[src/iox_pkg.sv]
// shared constants, command codes and types for the i/o expander
package iox_pkg;

    localparam int CLK_MHZ = 125;
    // spikes on scl/sda shorter than this never reach the protocol engine
    localparam int GLITCH_NS = 50;
    localparam int GLITCH_CYC = (GLITCH_NS * CLK_MHZ + 999) / 1000;
    localparam int PIN_FILT_CYC = 1;
    // pin captures follow the synchroniser until its reset value is flushed
    localparam logic [2:0] PIN_SETTLE_CYC = 3'h5;
    localparam int BUS_MAX_KHZ = 400;

    localparam int PORT_W = 8;
    localparam logic [5:0] ADDR_BASE = 6'h10;
    localparam logic [3:0] BITS_PER_BYTE = 4'h8;

    localparam logic [7:0] CMD_INPUT = 8'h00;
    localparam logic [7:0] CMD_OUTPUT = 8'h01;
    localparam logic [7:0] CMD_POLARITY = 8'h02;
    localparam logic [7:0] CMD_DIRECTION = 8'h03;

    localparam logic [7:0] OUT_RST = 8'hFF;
    localparam logic [7:0] POL_RST = 8'h00;
    localparam logic [7:0] DIR_RST = 8'hFF;
    localparam logic [7:0] PTR_RST = 8'h00;
    localparam logic [7:0] UNMAPPED_READ = 8'h00;

    typedef logic [PORT_W-1:0] iox_byte_t;

    typedef enum {
        ST_IDLE,
        ST_ADDR,
        ST_ADDR_ACK,
        ST_CMD,
        ST_CMD_ACK,
        ST_WDATA,
        ST_WDATA_ACK,
        ST_RDATA,
        ST_RACK
    } iox_state_e;

endpackage : iox_pkg

[src/iox_port_if.sv]
// signals between the bus engine and the port pin bank
`timescale 1ns/1ns
interface iox_port_if;
    import iox_pkg::*;

    iox_byte_t invert;
    iox_byte_t dirIn;
    logic      capture;
    iox_byte_t liveValue;
    iox_byte_t heldValue;
    logic      intReq;

    modport bank (
        input  invert,
        input  dirIn,
        input  capture,
        output liveValue,
        output heldValue,
        output intReq
    );

    modport ctrl (
        output invert,
        output dirIn,
        output capture,
        input  liveValue,
        input  heldValue,
        input  intReq
    );
endinterface : iox_port_if

[src/iox_expander.sv]
// eight-pin serial-bus i/o expander: bus slave engine and register file
`timescale 1ns/1ns
module iox_expander (
    input  wire logic               ref_clk,   // 125 MHz core clock
    input  wire logic               reset_n,   // async reset, active low
    input  wire logic               sclIn,     // serial clock pin level
    input  wire logic               sdaIn,     // serial data pin level
    output logic                    sdaOut,    // serial data drive value
    output logic                    sdaOe,     // serial data drive enable
    input  wire logic               addrSel,   // address-select strap
    input  wire iox_pkg::iox_byte_t portIn,    // port pin levels
    output iox_pkg::iox_byte_t      portOut,   // port pin drive values
    output iox_pkg::iox_byte_t      portOe,    // port pin drive enables
    output logic                    intOut_n,  // interrupt drive value
    output logic                    intOe      // interrupt drive enable
);
    import iox_pkg::*;

    // register the current pointer selects on a read
    function automatic iox_byte_t readMux(
        input iox_byte_t ptr,
        input iox_byte_t inVal,
        input iox_byte_t outVal,
        input iox_byte_t polVal,
        input iox_byte_t dirVal
    );
        iox_byte_t r;
        unique case (ptr)
            CMD_INPUT:     r = inVal;
            CMD_OUTPUT:    r = outVal;
            CMD_POLARITY:  r = polVal;
            CMD_DIRECTION: r = dirVal;
            default:       r = UNMAPPED_READ;
        endcase
        return r;
    endfunction : readMux

    iox_port_if pio ();

    logic       sclF;
    logic       sdaF;
    logic       addrF;
    logic       sclPrevQ;
    logic       sdaPrevQ;

    iox_state_e stateQ;
    iox_state_e stateD;
    logic [3:0] bitCntQ;
    logic [3:0] bitCntD;
    iox_byte_t  shiftQ;
    iox_byte_t  shiftD;
    iox_byte_t  txQ;
    iox_byte_t  txD;
    iox_byte_t  ptrQ;
    iox_byte_t  ptrD;
    logic       rwQ;
    logic       rwD;
    logic       ackedQ;
    logic       ackedD;
    logic       sdaOeD;
    logic       wrStrobe;
    logic       captureD;

    iox_byte_t  outLatchQ;
    iox_byte_t  polInvQ;
    iox_byte_t  dirQ;

    // the strap is assumed static; it passes the same filter as the bus
    iox_sync #(
        .W    (3),
        .RST  (3'h7),
        .FILT (GLITCH_CYC)
    ) u_bus_sync (
        .ref_clk (ref_clk),
        .reset_n (reset_n),
        .rawIn   ({sclIn, sdaIn, addrSel}),
        .clean   ({sclF, sdaF, addrF})
    );

    iox_port_bank u_bank (
        .ref_clk (ref_clk),
        .reset_n (reset_n),
        .portIn  (portIn),
        .pb      (pio.bank)
    );

    assign pio.invert  = polInvQ;
    assign pio.dirIn   = dirQ;
    assign pio.capture = captureD;

    // bus events, taken from filtered levels only
    wire sclRise   = sclF && !sclPrevQ;
    wire sclFall   = !sclF && sclPrevQ;
    wire startCond = sclF && sclPrevQ && sdaPrevQ && !sdaF;
    wire stopCond  = sclF && sclPrevQ && !sdaPrevQ && sdaF;
    wire byteDone  = bitCntQ == BITS_PER_BYTE;
    wire addrHit   = shiftQ[7:1] == {ADDR_BASE, addrF};
    wire shifting  = stateQ == ST_ADDR || stateQ == ST_CMD || stateQ == ST_WDATA;

    wire iox_byte_t readVal = readMux(ptrQ, pio.liveValue, outLatchQ,
                                      polInvQ, dirQ);
    wire ptrIsInput = ptrQ == CMD_INPUT;

    wire wrOut = wrStrobe && ptrQ == CMD_OUTPUT;
    wire wrPol = wrStrobe && ptrQ == CMD_POLARITY;
    wire wrDir = wrStrobe && ptrQ == CMD_DIRECTION;

    // protocol engine; bit timing relies only on edges, so any rate up to
    // 400 kHz leaves over 150 core cycles per phase
    always_comb
    begin
        stateD   = stateQ;
        bitCntD  = bitCntQ;
        shiftD   = shiftQ;
        txD      = txQ;
        ptrD     = ptrQ;
        rwD      = rwQ;
        ackedD   = ackedQ;
        sdaOeD   = sdaOe;
        wrStrobe = 1'b0;
        captureD = 1'b0;
        if (startCond)
        begin
            stateD  = ST_ADDR;
            bitCntD = '0;
            sdaOeD  = 1'b0;
        end
        else if (stopCond)
        begin
            stateD = ST_IDLE;
            sdaOeD = 1'b0;
        end
        else if (sclRise)
        begin
            if (stateQ == ST_RACK)
                ackedD = !sdaF;
            else if (shifting && !byteDone)
            begin
                shiftD  = {shiftQ[6:0], sdaF};
                bitCntD = bitCntQ + 4'h1;
            end
            else if (stateQ == ST_RDATA && !byteDone)
                bitCntD = bitCntQ + 4'h1;
        end
        else if (sclFall)
        begin
            unique case (stateQ)
                ST_IDLE:
                    sdaOeD = 1'b0;
                ST_ADDR:
                    if (byteDone)
                    begin
                        if (addrHit)
                        begin
                            rwD    = shiftQ[0];
                            sdaOeD = 1'b1;
                            stateD = ST_ADDR_ACK;
                        end
                        else
                            stateD = ST_IDLE;
                    end
                ST_ADDR_ACK:
                begin
                    bitCntD = '0;
                    if (rwQ)
                    begin
                        txD      = readVal;
                        captureD = ptrIsInput;
                        sdaOeD   = !readVal[7];
                        stateD   = ST_RDATA;
                    end
                    else
                    begin
                        sdaOeD = 1'b0;
                        stateD = ST_CMD;
                    end
                end
                ST_CMD:
                    if (byteDone)
                    begin
                        ptrD   = shiftQ;
                        sdaOeD = 1'b1;
                        stateD = ST_CMD_ACK;
                    end
                ST_CMD_ACK, ST_WDATA_ACK:
                begin
                    sdaOeD  = 1'b0;
                    bitCntD = '0;
                    stateD  = ST_WDATA;
                end
                ST_WDATA:
                    if (byteDone)
                    begin
                        wrStrobe = 1'b1;
                        sdaOeD   = 1'b1;
                        stateD   = ST_WDATA_ACK;
                    end
                ST_RDATA:
                    if (byteDone)
                    begin
                        sdaOeD = 1'b0;
                        stateD = ST_RACK;
                    end
                    else
                        sdaOeD = !txQ[3'(4'h7 - bitCntQ)];
                ST_RACK:
                    if (ackedQ)
                    begin
                        txD      = readVal;
                        captureD = ptrIsInput;
                        sdaOeD   = !readVal[7];
                        bitCntD  = '0;
                        stateD   = ST_RDATA;
                    end
                    else
                    begin
                        sdaOeD = 1'b0;
                        stateD = ST_IDLE;
                    end
            endcase
        end
    end

    // bus engine state; reset pin and power-on share this path
    always_ff @(posedge ref_clk or negedge reset_n)
    begin
        if (!reset_n)
        begin
            stateQ   <= ST_IDLE;
            bitCntQ  <= '0;
            shiftQ   <= '0;
            txQ      <= '0;
            ptrQ     <= PTR_RST;
            rwQ      <= 1'b0;
            ackedQ   <= 1'b0;
            sdaOe    <= 1'b0;
            sclPrevQ <= 1'b1;
            sdaPrevQ <= 1'b1;
        end
        else
        begin
            stateQ   <= stateD;
            bitCntQ  <= bitCntD;
            shiftQ   <= shiftD;
            txQ      <= txD;
            ptrQ     <= ptrD;
            rwQ      <= rwD;
            ackedQ   <= ackedD;
            sdaOe    <= sdaOeD;
            sclPrevQ <= sclF;
            sdaPrevQ <= sdaF;
        end
    end

    // register file; writes to the input register or unmapped codes are lost
    always_ff @(posedge ref_clk or negedge reset_n)
    begin
        if (!reset_n)
        begin
            outLatchQ <= OUT_RST;
            polInvQ   <= POL_RST;
            dirQ      <= DIR_RST;
        end
        else
        begin
            if (wrOut)
                outLatchQ <= shiftQ;
            if (wrPol)
                polInvQ <= shiftQ;
            if (wrDir)
                dirQ <= shiftQ;
        end
    end

    // pin drivers: enable is the inverse of the direction bit
    always_ff @(posedge ref_clk or negedge reset_n)
    begin
        if (!reset_n)
        begin
            portOut  <= OUT_RST;
            portOe   <= ~DIR_RST;
            intOe    <= 1'b0;
            intOut_n <= 1'b0;
            sdaOut   <= 1'b0;
        end
        else
        begin
            portOut  <= wrOut ? shiftQ : outLatchQ;
            portOe   <= wrDir ? ~shiftQ : ~dirQ;
            intOe    <= pio.intReq;
            intOut_n <= 1'b0;
            sdaOut   <= 1'b0;
        end
    end
endmodule : iox_expander

[src/iox_port_bank.sv]
// port pin sampling, input capture, polarity and change detection
`timescale 1ns/1ns
module iox_port_bank (
    input  wire logic              ref_clk, // core clock
    input  wire logic              reset_n, // async reset, active low
    input  wire iox_pkg::iox_byte_t portIn, // raw port pin levels
    iox_port_if.bank               pb       // link to the bus engine
);
    import iox_pkg::*;

    iox_byte_t  pinLevel;
    iox_byte_t  capturedQ;
    logic [2:0] primeCntQ;
    logic       intReqQ;

    iox_sync #(
        .W    (PORT_W),
        .RST  (OUT_RST),
        .FILT (PIN_FILT_CYC)
    ) u_pin_sync (
        .ref_clk (ref_clk),
        .reset_n (reset_n),
        .rawIn   (portIn),
        .clean   (pinLevel)
    );

    wire iox_byte_t mismatch = (pinLevel ^ capturedQ) & pb.dirIn;
    wire            primed   = primeCntQ == PIN_SETTLE_CYC;

    assign pb.liveValue = pinLevel ^ pb.invert;
    assign pb.heldValue = capturedQ ^ pb.invert;
    assign pb.intReq    = intReqQ;

    // captures track the pins until the synchroniser has flushed its reset
    // value; an earlier capture would flag a change that never happened
    always_ff @(posedge ref_clk or negedge reset_n)
    begin
        if (!reset_n)
        begin
            capturedQ <= '0;
            primeCntQ <= '0;
            intReqQ   <= 1'b0;
        end
        else
        begin
            if (!primed)
                primeCntQ <= primeCntQ + 3'h1;
            if (!primed || pb.capture)
                capturedQ <= pinLevel;
            intReqQ <= primed && !pb.capture && (|mismatch);
        end
    end
endmodule : iox_port_bank

[src/iox_sync.sv]
// three-stage synchroniser with an agreement filter, one per bit
`timescale 1ns/1ns
module iox_sync #(
    parameter int           W    = 1,
    parameter logic [W-1:0] RST  = '0,
    parameter int           FILT = 1
) (
    input  wire logic         ref_clk, // core clock
    input  wire logic         reset_n, // async reset, active low
    input  wire logic [W-1:0] rawIn,   // asynchronous inputs
    output logic      [W-1:0] clean    // filtered, synchronous levels
);
    localparam int CW = $clog2(FILT + 1);
    localparam logic [CW-1:0] CNT_LAST = CW'(FILT - 1);

    genvar i;
    generate
        for (i = 0; i < W; i++)
        begin : g_bit
            logic          s1Q;
            logic          s2Q;
            logic          s3Q;
            logic [CW-1:0] cntQ;
            wire           differs = (s2Q == s3Q) && (s3Q != clean[i]);

            always_ff @(posedge ref_clk or negedge reset_n)
            begin
                if (!reset_n)
                begin
                    s1Q      <= RST[i];
                    s2Q      <= RST[i];
                    s3Q      <= RST[i];
                    cntQ     <= '0;
                    clean[i] <= RST[i];
                end
                else
                begin
                    s1Q <= rawIn[i];
                    s2Q <= s1Q;
                    s3Q <= s2Q;
                    // a level must agree for FILT cycles before it is taken
                    if (!differs)
                        cntQ <= '0;
                    else if (cntQ == CNT_LAST)
                    begin
                        cntQ     <= '0;
                        clean[i] <= s3Q;
                    end
                    else
                        cntQ <= cntQ + CW'(1);
                end
            end
        end
    endgenerate
endmodule : iox_sync

[config.mk]
export PLATFORM = sky130hd
export DESIGN_NAME = iox_expander
export DESIGN_NICKNAME = d
export VERILOG_FILES = /design/src/iox_pkg.sv /design/src/iox_port_if.sv /design/src/iox_expander.sv /design/src/iox_port_bank.sv /design/src/iox_sync.sv
export SDC_FILE = /design/constraint.sdc
export NUM_CORES = 1
export LEC_CHECK = 0
export BUFFER_PORTS_ARGS = -buffer_cell sky130_fd_sc_hd__buf_2
export CAP_MARGIN = 0
export CORE_MARGIN = 1.5
export CORE_UTILIZATION = 50
export DETAILED_ROUTE_END_ITERATION = 8
export GPL_ROUTABILITY_DRIVEN = 1
export PLACE_DENSITY = 0.67
export SLEW_MARGIN = 20
export SYNTH_ARGS = -nofsm -noshare
export SYNTH_HDL_FRONTEND = slang
export SYNTH_SLANG_ARGS = --single-unit
[constraint.sdc]
create_clock -name ref_clk -period 2.9 [get_ports ref_clk]
set_input_delay 0.29 -clock ref_clk [delete_from_list [all_inputs] [get_ports ref_clk]]
set_output_delay 0.29 -clock ref_clk [all_outputs]
set_load 0.02 [all_outputs]
==> metrics.txt, run 1 <==
outcome=finished, violations left; failing checks=hold timing; Ports=33; synth unique cells=66; Final Non-Filler Cells=slightly below 700; critical setup path kind=register to register; layout cells sized above 1=37.2%; Crit Path Max Fanout=16; Layout Nets=around 560; GRT Util Overall=about a fifth; crit path DAT=approximately 2.7 ns; CTS Hold Bufs=11; # port buffers=30; Die H=approximately 110 um; final instance area=0.00697 mm^2; Syn-to-layout area delta=16.9%; Critical Path Source Type=register; post-DP HPWL=7.72 mm; register area share after synthesis=between 50 and 60%; worst hold path type=input port to asynchronous set/reset pin; async set-or-reset flop fraction in the synthesized netlist=100%; total CTS buffers=17; clock skew=about 0.009 ns; Synth area leaders=dfrtp_1, dfstp_2, mux2_2, nor2_1, a21oi_1; slew margin rel.=a little under two fifths; # DRC=0; VDD IR-drop max=0.000499 V; top cell type's share of synthesized area=around 31%; clk buf depth=2; initial antenna violation count=0; Max-Cap Viols=0; Critical Path End Type=register; Yosys reg bits=135; main flop type after synthesis=dfrtp_1; hold slack=-0.00155 ns; RSZ-0062 raised after global routing=false; CTS clk-pin slew, worst paths=approximately 0.060 ns; Final Max Slew Viols=0; Post-Syn Area=0.00596 mm^2; GRT overflow=0; post-synth top area cell=dfrtp_1; Finished Core Util=between 60% and 70%; f_max=422 MHz; TritonCTS clock tree=built; clk_lat worst skew=roughly 0.42 ns; Fin. Hold Viols=1; Slew @ Worst Pin=between 0.9 and 1 ns; Vias=3810; Period minus WS final=around 2.4 ns; pre-CTS WS=roughly 0.54 ns; cells after synthesis=480; DRT Pass-1 Iters=6; wire per inst=16.8 um; Critical Path RT=3.25 ns; # rows=39; commonest non-fill, non-tap cell in the layout=dfrtp_1; clock root buffer=clkbuf_16; cts repair resizes=0; post-route setup TNS=0 ns; Post-Place Cell Area=approximately 0.0063 mm^2; Total Wirelength=approximately 12 mm; PnR worst setup slack=approximately 0.53 ns; die area=roughly 0.013 mm^2; initial DRC count=~200; post-route ant nets=0; Yosys warning total=0; PwrDens=roughly 600 mW/mm^2; Mean Syn Cell Area=between 10 and 15 um^2; Post-synth EDFFs=0; Die Span X=about 110 um; Final Power=about 4.2 mW; H-tree depth=4; GPL Wtd Cong=between 0.8 and 0.9; postcts setup bufs=0; LEAKAGE=3.02 nW; routed vias/inst=around 5.5; vias in the first global route=3879; Core ar.=roughly 0.012 mm^2; crit share post-route=81.7%; commonest cells after routing, fill and taps aside=dfrtp_1, dfstp_2, mux2_2; global-route wire length before repair=around 20 mm; clock net sink count=between 100 and 150; largest net degree at the start of global routing=120; initial core utilization=about 52%; Diodes inserted=0; Final setup viols=0; placed instance count=between 600 and 700
-- where the power goes --
group	switching (mW)	leakage [nW]	internal, mW
combinational	0.0767	1.16	0.0613
clock	0.809	0.256	1.23
sequential	0.0399	1.60	1.96
total	0.925	3.02	3.25
-- logic make-up (layout without fill, tap and decap cells) --
kind of cell	after synthesis	in the layout	share of synthesized area, %
xor gates and xnor gates	15	15	2.20
buffers and inverters	34	101	2.73
DFF	135	135	57.9
other	1	2	0.0629
muxes	67	67	12.5
and+or+nand+nor	119	119	11.2
adders and majority gates	16	16	3.02
AOI/OAI and AO/OA	93	93	10.3
-- per-layer routing --
| metal | wire length [um] | share of wire, % | vias to the layer above | GRT usage [%] |
|---|---|---|---|---|
| met4 | 206 | 1.8 | 0 | 9.20 |
| li1 | - | - | 1819 | - |
| met5 | 0 | 0 | - | 0 |
| met2 | 5290 | 45 | 69 | 30.2 |
| met1 | 5830 | 50 | 1906 | 28.5 |
| met3 | 311 | 2.7 | 16 | 4.43 |
-- area by class of cell --
class                      instances  area, um^2
clock buffer                      19         453
fill                             909        4550
tap                              143         179
multi-input combinational        312        2350
clock inverter                    13         121
inverter                          18        67.6
timing repair buffer              51         344
sequential                       135        3460
-- synthesized netlist by cell type (all sizes together), types with 3 or more instances --
cell type / count
buf: 9
nor3: 5
maj3: 8
a22oi: 5
o31ai: 8
dfstp: 62
nand2: 28
xnor2: 4
clkbuf: 7
xor2: 11
mux2: 56
o21ai: 21
nor4b: 4
inv: 17
dfrtp: 73
nor2: 40
ha: 8
a211oi: 5
nor2b: 9
o211ai: 4
nand3b: 5
a221oi: 4
nand3: 10
nand2b: 3
a21oi: 28
mux2i: 11
-- flip-flops by register name, indices dropped and copies added, names as in the netlist, 3 cells and up --
register / count
bitCntQ: 4
dirQ: 8
pio.invert: 8
portOe: 8
portOut: 8
ptrQ: 8
shiftQ: 8
stateQ: 4
txQ: 8
u_bank.capturedQ: 8
u_bank.primeCntQ: 3
u_bank.u_pin_sync.clean: 8
u_bank.u_pin_sync.g_bit.s1Q: 8
u_bank.u_pin_sync.g_bit.s2Q: 8
u_bank.u_pin_sync.g_bit.s3Q: 8
u_bus_sync.clean: 3
u_bus_sync.g_bit.cntQ: 9
u_bus_sync.g_bit.s1Q: 3
u_bus_sync.g_bit.s2Q: 3
u_bus_sync.g_bit.s3Q: 3
-- worst max-delay path, cell delays in order, from the launching register on --
cell	delay, ns
dfstp_2	0.55
ha_1	0.31
nand4b_4	0.17
nor4b_2	0.27
and3b_1	0.31
nand3_4	0.28
mux2_4	0.40
-- final timing paths --
check / end / from / depth (start not counted) / slack (ns)
min: u_bank.capturedQ[2] / reset_n / 1 / -0.002
max: dirQ[5] / sclPrevQ / 6 / 0.53
min reg2reg: intOe / u_bank.pb.intReq / 0 / 0.35
max in group asynchronous: u_bus_sync.g_bit[1].s1Q / reset_n / 2 / 2.13
min in group ref_clk: intOe / u_bank.pb.intReq / 0 / 0.35
max reg2reg: dirQ[5] / sclPrevQ / 6 / 0.53
Power figures use the tool's default switching activity.
==> inputs of run 2 (changes only) <==
--- a/config.mk
+++ b/config.mk
@@ -11,7 +11,7 @@
 export CORE_UTILIZATION = 50
 export DETAILED_ROUTE_END_ITERATION = 8
 export GPL_ROUTABILITY_DRIVEN = 1
-export PLACE_DENSITY = 0.67
+export PLACE_DENSITY = 0.7
 export SLEW_MARGIN = 20
 export SYNTH_ARGS = -nofsm -noshare
 export SYNTH_HDL_FRONTEND = slang
==> constraint.sdc (replaced) <==
create_clock -name ref_clk -period 2 [get_ports ref_clk]
set_input_delay 0.2 -clock ref_clk [delete_from_list [all_inputs] [get_ports ref_clk]]
set_output_delay 0.2 -clock ref_clk [all_outputs]
set_load 0.02 [all_outputs]
==> run 2 against run 1 <==
The run ends with setup timing left. Register-to-register slack got worse by 0.62 ns. Flip-flop and latch count stayed put. Non-clock buffer count grew 35. Fmax up 13%. Combinational power grew 46%. Critical endpoint is now portOe[0].
==> metrics.txt, run 2 (synthesis gave the netlist of run 1 again) <==
outcome=finished, violations left (unchanged); failing checks=setup timing (was hold timing); Top reg by flops=u_bus_sync.g_bit.cntQ (unchanged); # DRC=0 (unchanged); Layout Nets=591 (was 556); worst hold path type=input port to asynchronous set/reset pin (unchanged); post-DP HPWL=8.35 mm (was 7.72 mm); H-tree depth=4 (unchanged); initial core utilization=51.8% (unchanged); clock root buffer=clkbuf_16 (unchanged); # rows=39 (unchanged); Critical Path RT=2.28 ns (was 3.25 ns); post-route ant nets=0 (unchanged); hold slack=0.283 ns (was -0.00155 ns); crit share post-route=105% (was 81.7%); largest net degree at the start of global routing=51 (was 120); f_max=478 MHz (was 422 MHz); crit path DAT=2.37 ns (was 2.72 ns); TritonCTS clock tree=built (unchanged); Crit Path Max Fanout=15 (was 16); wire per inst=16.8 um (about the same); Critical Path End Type=register (unchanged); clk_lat worst skew=0.42 ns (about the same); Final Power=6.08 mW (was 4.17 mW); post-route setup TNS=-1.77 ns (was 0 ns); LEAKAGE=3.29 nW (was 3.02 nW); CTS clk-pin slew, worst paths=0.06 ns (about the same); GRT Util Overall=20.8% (was 20.2%); commonest cells after routing, fill and taps aside=dfrtp_1, dfstp_2, mux2_2 (unchanged); Worst R2R Setup Slack=-0.09 ns (was 0.53 ns); critical setup path kind=register to register (unchanged); clk buf depth=2 (unchanged); DRT Pass-1 Iters=6 (unchanged); Syn-to-layout area delta=24.4% (was 16.9%); Total Wirelength=12.2 mm (was 11.6 mm); Final Non-Filler Cells=726 (was 691); Fin. Hold Viols=0 (was 1); global-route wire length before repair=20.5 mm (was 19.6 mm); total CTS buffers=17 (unchanged); clock skew=0.00656 ns (was 0.00876 ns); Diodes inserted=0 (unchanged); initial antenna violation count=0 (unchanged); Max-Cap Viols=0 (unchanged); Ports=33 (unchanged); vias in the first global route=4109 (was 3879); Vias=4024 (was 3810); Die Span X=112 um (unchanged); Final Max Slew Viols=0 (unchanged); routed vias/inst=5.54 (was 5.51); # port buffers=30 (unchanged); RSZ-0062 raised after global routing=true (was false); commonest non-fill, non-tap cell in the layout=dfrtp_1 (unchanged); Final setup viols=38 (was 0); Core ar.=0.0115 mm^2 (unchanged); GPL Wtd Cong=0.866 (was 0.801); GRT overflow=0 (unchanged); die area=0.0126 mm^2 (unchanged); PwrDens=820 mW/mm^2 (was 599 mW/mm^2); Critical Path Source Type=register (unchanged); placed instance count=676 (was 648); VDD IR-drop max=0.000608 V (was 0.000499 V); Period minus WS final=2.09 ns (was 2.37 ns); final instance area=0.00742 mm^2 (was 0.00697 mm^2); initial DRC count=302 (was 201); pre-CTS WS=-0.179 ns (was 0.544 ns); clock net sink count=135 (unchanged); max reg flops=9 (unchanged); Die H=112 um (unchanged); PnR worst setup slack=-0.0922 ns (was 0.531 ns); Finished Core Util=64.4% (was 60.5%); Post-Place Cell Area=0.00656 mm^2 (was 0.00628 mm^2); layout cells sized above 1=43.4% (was 37.2%)
[run 2: changes by cell type in the layout (fill, tap and decap cells not counted), moves of 3 or more]
| cell | before | now |
|---|---|---|
| buf_4 | 10 | 38 |
| buf_12 | 0 | 3 |
| ha_1 | 8 | 5 |
| buf_6 | 0 | 4 |
| clkbuf_16 | 17 | 20 |
| clkinvlp_4 | 8 | 2 |
| clkinv_2 | 1 | 5 |
[run 2: layout make-up]
| cell class | count | area, um^2 |
|---|---|---|
| fill | 855 | 4100 |
| clock buffer | 22 | 518 |
| clock inverter | 10 | 66.3 |
| timing repair buffer | 86 | 656 |
| inverter | 18 | 67.6 |
| multi-input combinational | 312 | 2480 |
| tap | 143 | 179 |
| sequential | 135 | 3460 |
[run 2: final timing paths]
kind | startpoint | endpoint | depth (start not counted)
setup / recovery | sclPrevQ | portOe[0] | 7
hold / removal | reset_n | portOe[2] | 2
setup reg to reg | sclPrevQ | portOe[0] | 7
hold reg to reg | u_bank.pb.intReq | intOe | 0
max in group asynchronous | reset_n | u_bank.u_pin_sync.g_bit[7].s1Q | 3
min in group ref_clk | u_bank.pb.intReq | intOe | 0
[run 2: timing repair]
item,in CTS,in global routing
pin swaps,0,6
hold endpoints to repair,23,0
gates resized for setup,6,19
buffers inserted,2,4
hold buffers,12,0
endpoints found under the setup margin,42,65
[run 2: worst max-delay path, cell delays in order, from the launching register on]
cell      delay (ns)
dfstp_2         0.56
ha_4            0.15
nand4b_4        0.13
nor4b_4         0.26
and3b_2         0.27
nand3_4         0.23
buf_4           0.24
mux2i_1         0.11
[run 2: routing by layer]
| metal | GRT usage (%) | wire length (um) | vias to the layer above |
|---|---|---|---|
| met4 | 8.69 | 235 | 0 |
| li1 | - | - | 1889 |
| met1 | 29.1 | 5690 | 2033 |
| met2 | 31.5 | 5840 | 80 |
| met3 | 4.75 | 420 | 22 |
| met5 | 0 | 0 | - |
[run 2: report_power, final]
group,leakage (nW),switching [mW],internal [mW]
sequential,1.60,0.0575,2.84
combinational,1.40,0.110,0.0917
clock,0.287,1.15,1.83
==> inputs of run 3 (changes only) <==
--- a/config.mk
+++ b/config.mk
@@ -7,11 +7,13 @@
 export LEC_CHECK = 0
 export BUFFER_PORTS_ARGS = -buffer_cell sky130_fd_sc_hd__buf_2
 export CAP_MARGIN = 0
+export CELL_PAD_IN_SITES_DETAIL_PLACEMENT = 1
+export CELL_PAD_IN_SITES_GLOBAL_PLACEMENT = 2
 export CORE_MARGIN = 1.5
-export CORE_UTILIZATION = 50
+export CORE_UTILIZATION = 38
 export DETAILED_ROUTE_END_ITERATION = 8
 export GPL_ROUTABILITY_DRIVEN = 1
-export PLACE_DENSITY = 0.7
+export PLACE_DENSITY_LB_ADDON = 0.1
 export SLEW_MARGIN = 20
 export SYNTH_ARGS = -nofsm -noshare
 export SYNTH_HDL_FRONTEND = slang
==> run 3 against run 2 <==
Sequential power about the same. Register-to-register slack is essentially flat. The run still ends with setup timing left. Non-clock buffer count up 10. Global-route usage is 1.5 points lower. Critical endpoint is now pio.invert[2]. Clock skew rose by 0.0025 ns.
==> metrics.txt, run 3 (synthesis gave the netlist of run 1 again) <==
initial antenna violation count=0 (unchanged); Fin. Hold Viols=0 (unchanged); routed vias/inst=5.06 (was 5.54); Critical Path End Type=register (unchanged); PwrDens=861 mW/mm^2 (was 820 mW/mm^2); VDD IR-drop max=0.000794 V (was 0.000608 V); PnR worst setup slack=-0.0938 ns (was -0.0922 ns); delay of the slowest critical-path stage=0.55 ns (was 0.56 ns); clock root buffer=clkbuf_16 (unchanged); initial core utilization=39.1% (was 51.8%); CP cell instances=ha_4, nand4b_4, nor4b_4, and3b_2, nand3_4, mux2_4 (was ha_4, nand4b_4, nor4b_4, and3b_2, nand3_4, buf_4, mux2i_1); total CTS buffers=17 (unchanged); # port buffers=30 (unchanged); largest net degree at the start of global routing=53 (was 51); Syn-to-layout area delta=30.4% (was 24.4%); Vias=4072 (was 4024); commonest cells after routing, fill and taps aside=dfrtp_1, dfstp_2, mux2_2 (unchanged); vias in the first global route=4479 (was 4109); Total Wirelength=14.4 mm (was 12.2 mm); clk buf depth=2 (unchanged); GPL Wtd Cong=0.748 (was 0.866); met1 usage=25.5% (was 29.1%); Die Span X=128 um (was 112 um); # rows=45 (was 39); initial DRC count=126 (was 302); f_max=478 MHz (about the same); post-route setup TNS=-1.44 ns (was -1.77 ns); crit share post-route=105% (about the same); wire per inst=17.9 um (was 16.8 um); slew margin rel.=between 60 and 70%; clock skew=0.00903 ns (was 0.00656 ns); failing checks=setup timing (unchanged); die area=0.0165 mm^2 (was 0.0126 mm^2); post-DP HPWL=9.66 mm (was 8.35 mm); GRT overflow=0 (unchanged); global-route wire length before repair=23.8 mm (was 20.5 mm); Top Usage Layer GRT=met2 (unchanged); GRT Util Overall=19.2% (was 20.8%); clock net sink count=135 (unchanged); TritonCTS clock tree=built (unchanged); Critical Path RT=2.30 ns (was 2.28 ns); max reg flops=9 (unchanged); M3 GR Usage=4.92% (was 4.75%); Slowest cell on crit path=dfstp_2 (unchanged); commonest non-fill, non-tap cell in the layout=dfrtp_1 (unchanged); H-tree depth=4 (unchanged); Crit Path Max Fanout=8 (was 15); Layout Nets=602 (was 591); worst hold path type=input port to asynchronous set/reset pin (unchanged); layout cells sized above 1=44.1% (was 43.4%); met2 usage=30.5% (was 31.5%); Critical Path Source Type=register (unchanged); DRT Pass-1 Iters=4 (was 6); crit path DAT=2.40 ns (was 2.37 ns); LEAKAGE=3.41 nW (was 3.29 nW); clk_lat worst skew=0.42 ns (about the same); Top reg by flops=u_bus_sync.g_bit.cntQ (unchanged); Max-Cap Viols=0 (unchanged); Core ar.=0.0153 mm^2 (was 0.0115 mm^2); post-route ant nets=0 (unchanged); Final setup viols=37 (was 38); sequential cell area=0.00346 mm^2 (unchanged); Final Max Slew Viols=0 (unchanged); Diodes inserted=0 (unchanged); outcome=finished, violations left (unchanged); RSZ-0062 raised after global routing=true (unchanged); hold slack=0.312 ns (was 0.283 ns); area taken by multi-input logic gates=0.00254 mm^2 (was 0.00248 mm^2); # DRC=0 (unchanged); critical setup path kind=register to register (unchanged); Finished Core Util=51.0% (was 64.4%); CTS clk-pin slew, worst paths=0.06 ns (about the same); Slew @ Worst Pin=0.529 ns; # fillers=1563 (was 855); Ports=33 (unchanged); Period minus WS final=2.09 ns (about the same); Die H=128 um (was 112 um)
[run 3: through the flow]
step	cell area [um^2]	setup WS (ns)	std cells	power, mW
6_report	7780	-0.0938	805	6.70
5_1_grt	7780	-0.186	805	6.94
3_5_place_dp	6700	-0.195	753	3.14
2_1_floorplan	6010	-0.00456	481	3.02
4_1_cts	7610	-0.120	802	6.81
3_3_place_gp	6700	-0.119	753	3.13
[run 3: final timing paths]
path / from / to / slack, ns / cells past startpoint
setup / recovery: sclPrevQ / pio.invert[2] / -0.09 / 6
hold / removal: reset_n / u_bank.capturedQ[0] / 0.31 / 2
setup reg to reg: sclPrevQ / pio.invert[2] / -0.09 / 6
hold reg to reg: u_bank.pb.intReq / intOe / 0.35 / 0
max in group asynchronous: reset_n / u_bus_sync.clean[2] / 0.98 / 3
min in group ref_clk: u_bank.pb.intReq / intOe / 0.35 / 0
[run 3: worst max-delay path, delay by kind of cell (launching register included)]
| kind | cells | cell delay (ns) |
|---|---|---|
| AND/OR/NAND/NOR | 4 | 0.93 |
| flip-flops | 1 | 0.55 |
| multiplexers | 1 | 0.34 |
| adder cells (fa/ha/maj) | 1 | 0.14 |
[run 3: layout make-up]
type | instances | share of cell area, %
Tap cell | 211 | 3.39
Multi-Input combinational cell | 313 | 32.7
Inverter | 18 | 0.917
Clock buffer | 20 | 6.02
Clock inverter | 12 | 2.73
Timing Repair Buffer | 96 | 9.78
Sequential cell | 135 | 44.4
[run 3: power by group]
part | total, mW | internal (mW) | switching (mW) | leakage [nW]
logic | 0.212 | 0.0958 | 0.116 | 1.49
clock network | 3.59 | 2.34 | 1.24 | 0.328
registers | 2.90 | 2.84 | 0.0569 | 1.60
total | 6.70 | 5.28 | 1.42 | 3.41
[run 3: timing repair]
| item | in CTS | in global routing |
|---|---|---|
| hold buffers | 12 | 0 |
| buffers inserted | 4 | 4 |
| cloned | 1 | 0 |
| endpoints found under the setup margin | 42 | 71 |
| endpoints found under the hold margin | 41 | 0 |
| pin swaps | 8 | 9 |
| resized for setup | 15 | 35 |
[run 3: per-layer routing]
layer  vias to the layer above  wire length (um)
li1                       1909                 -
met1                      2094              6770
met2                        46              6960
met3                        23               393
met4                         0               245
met5                         -                 0
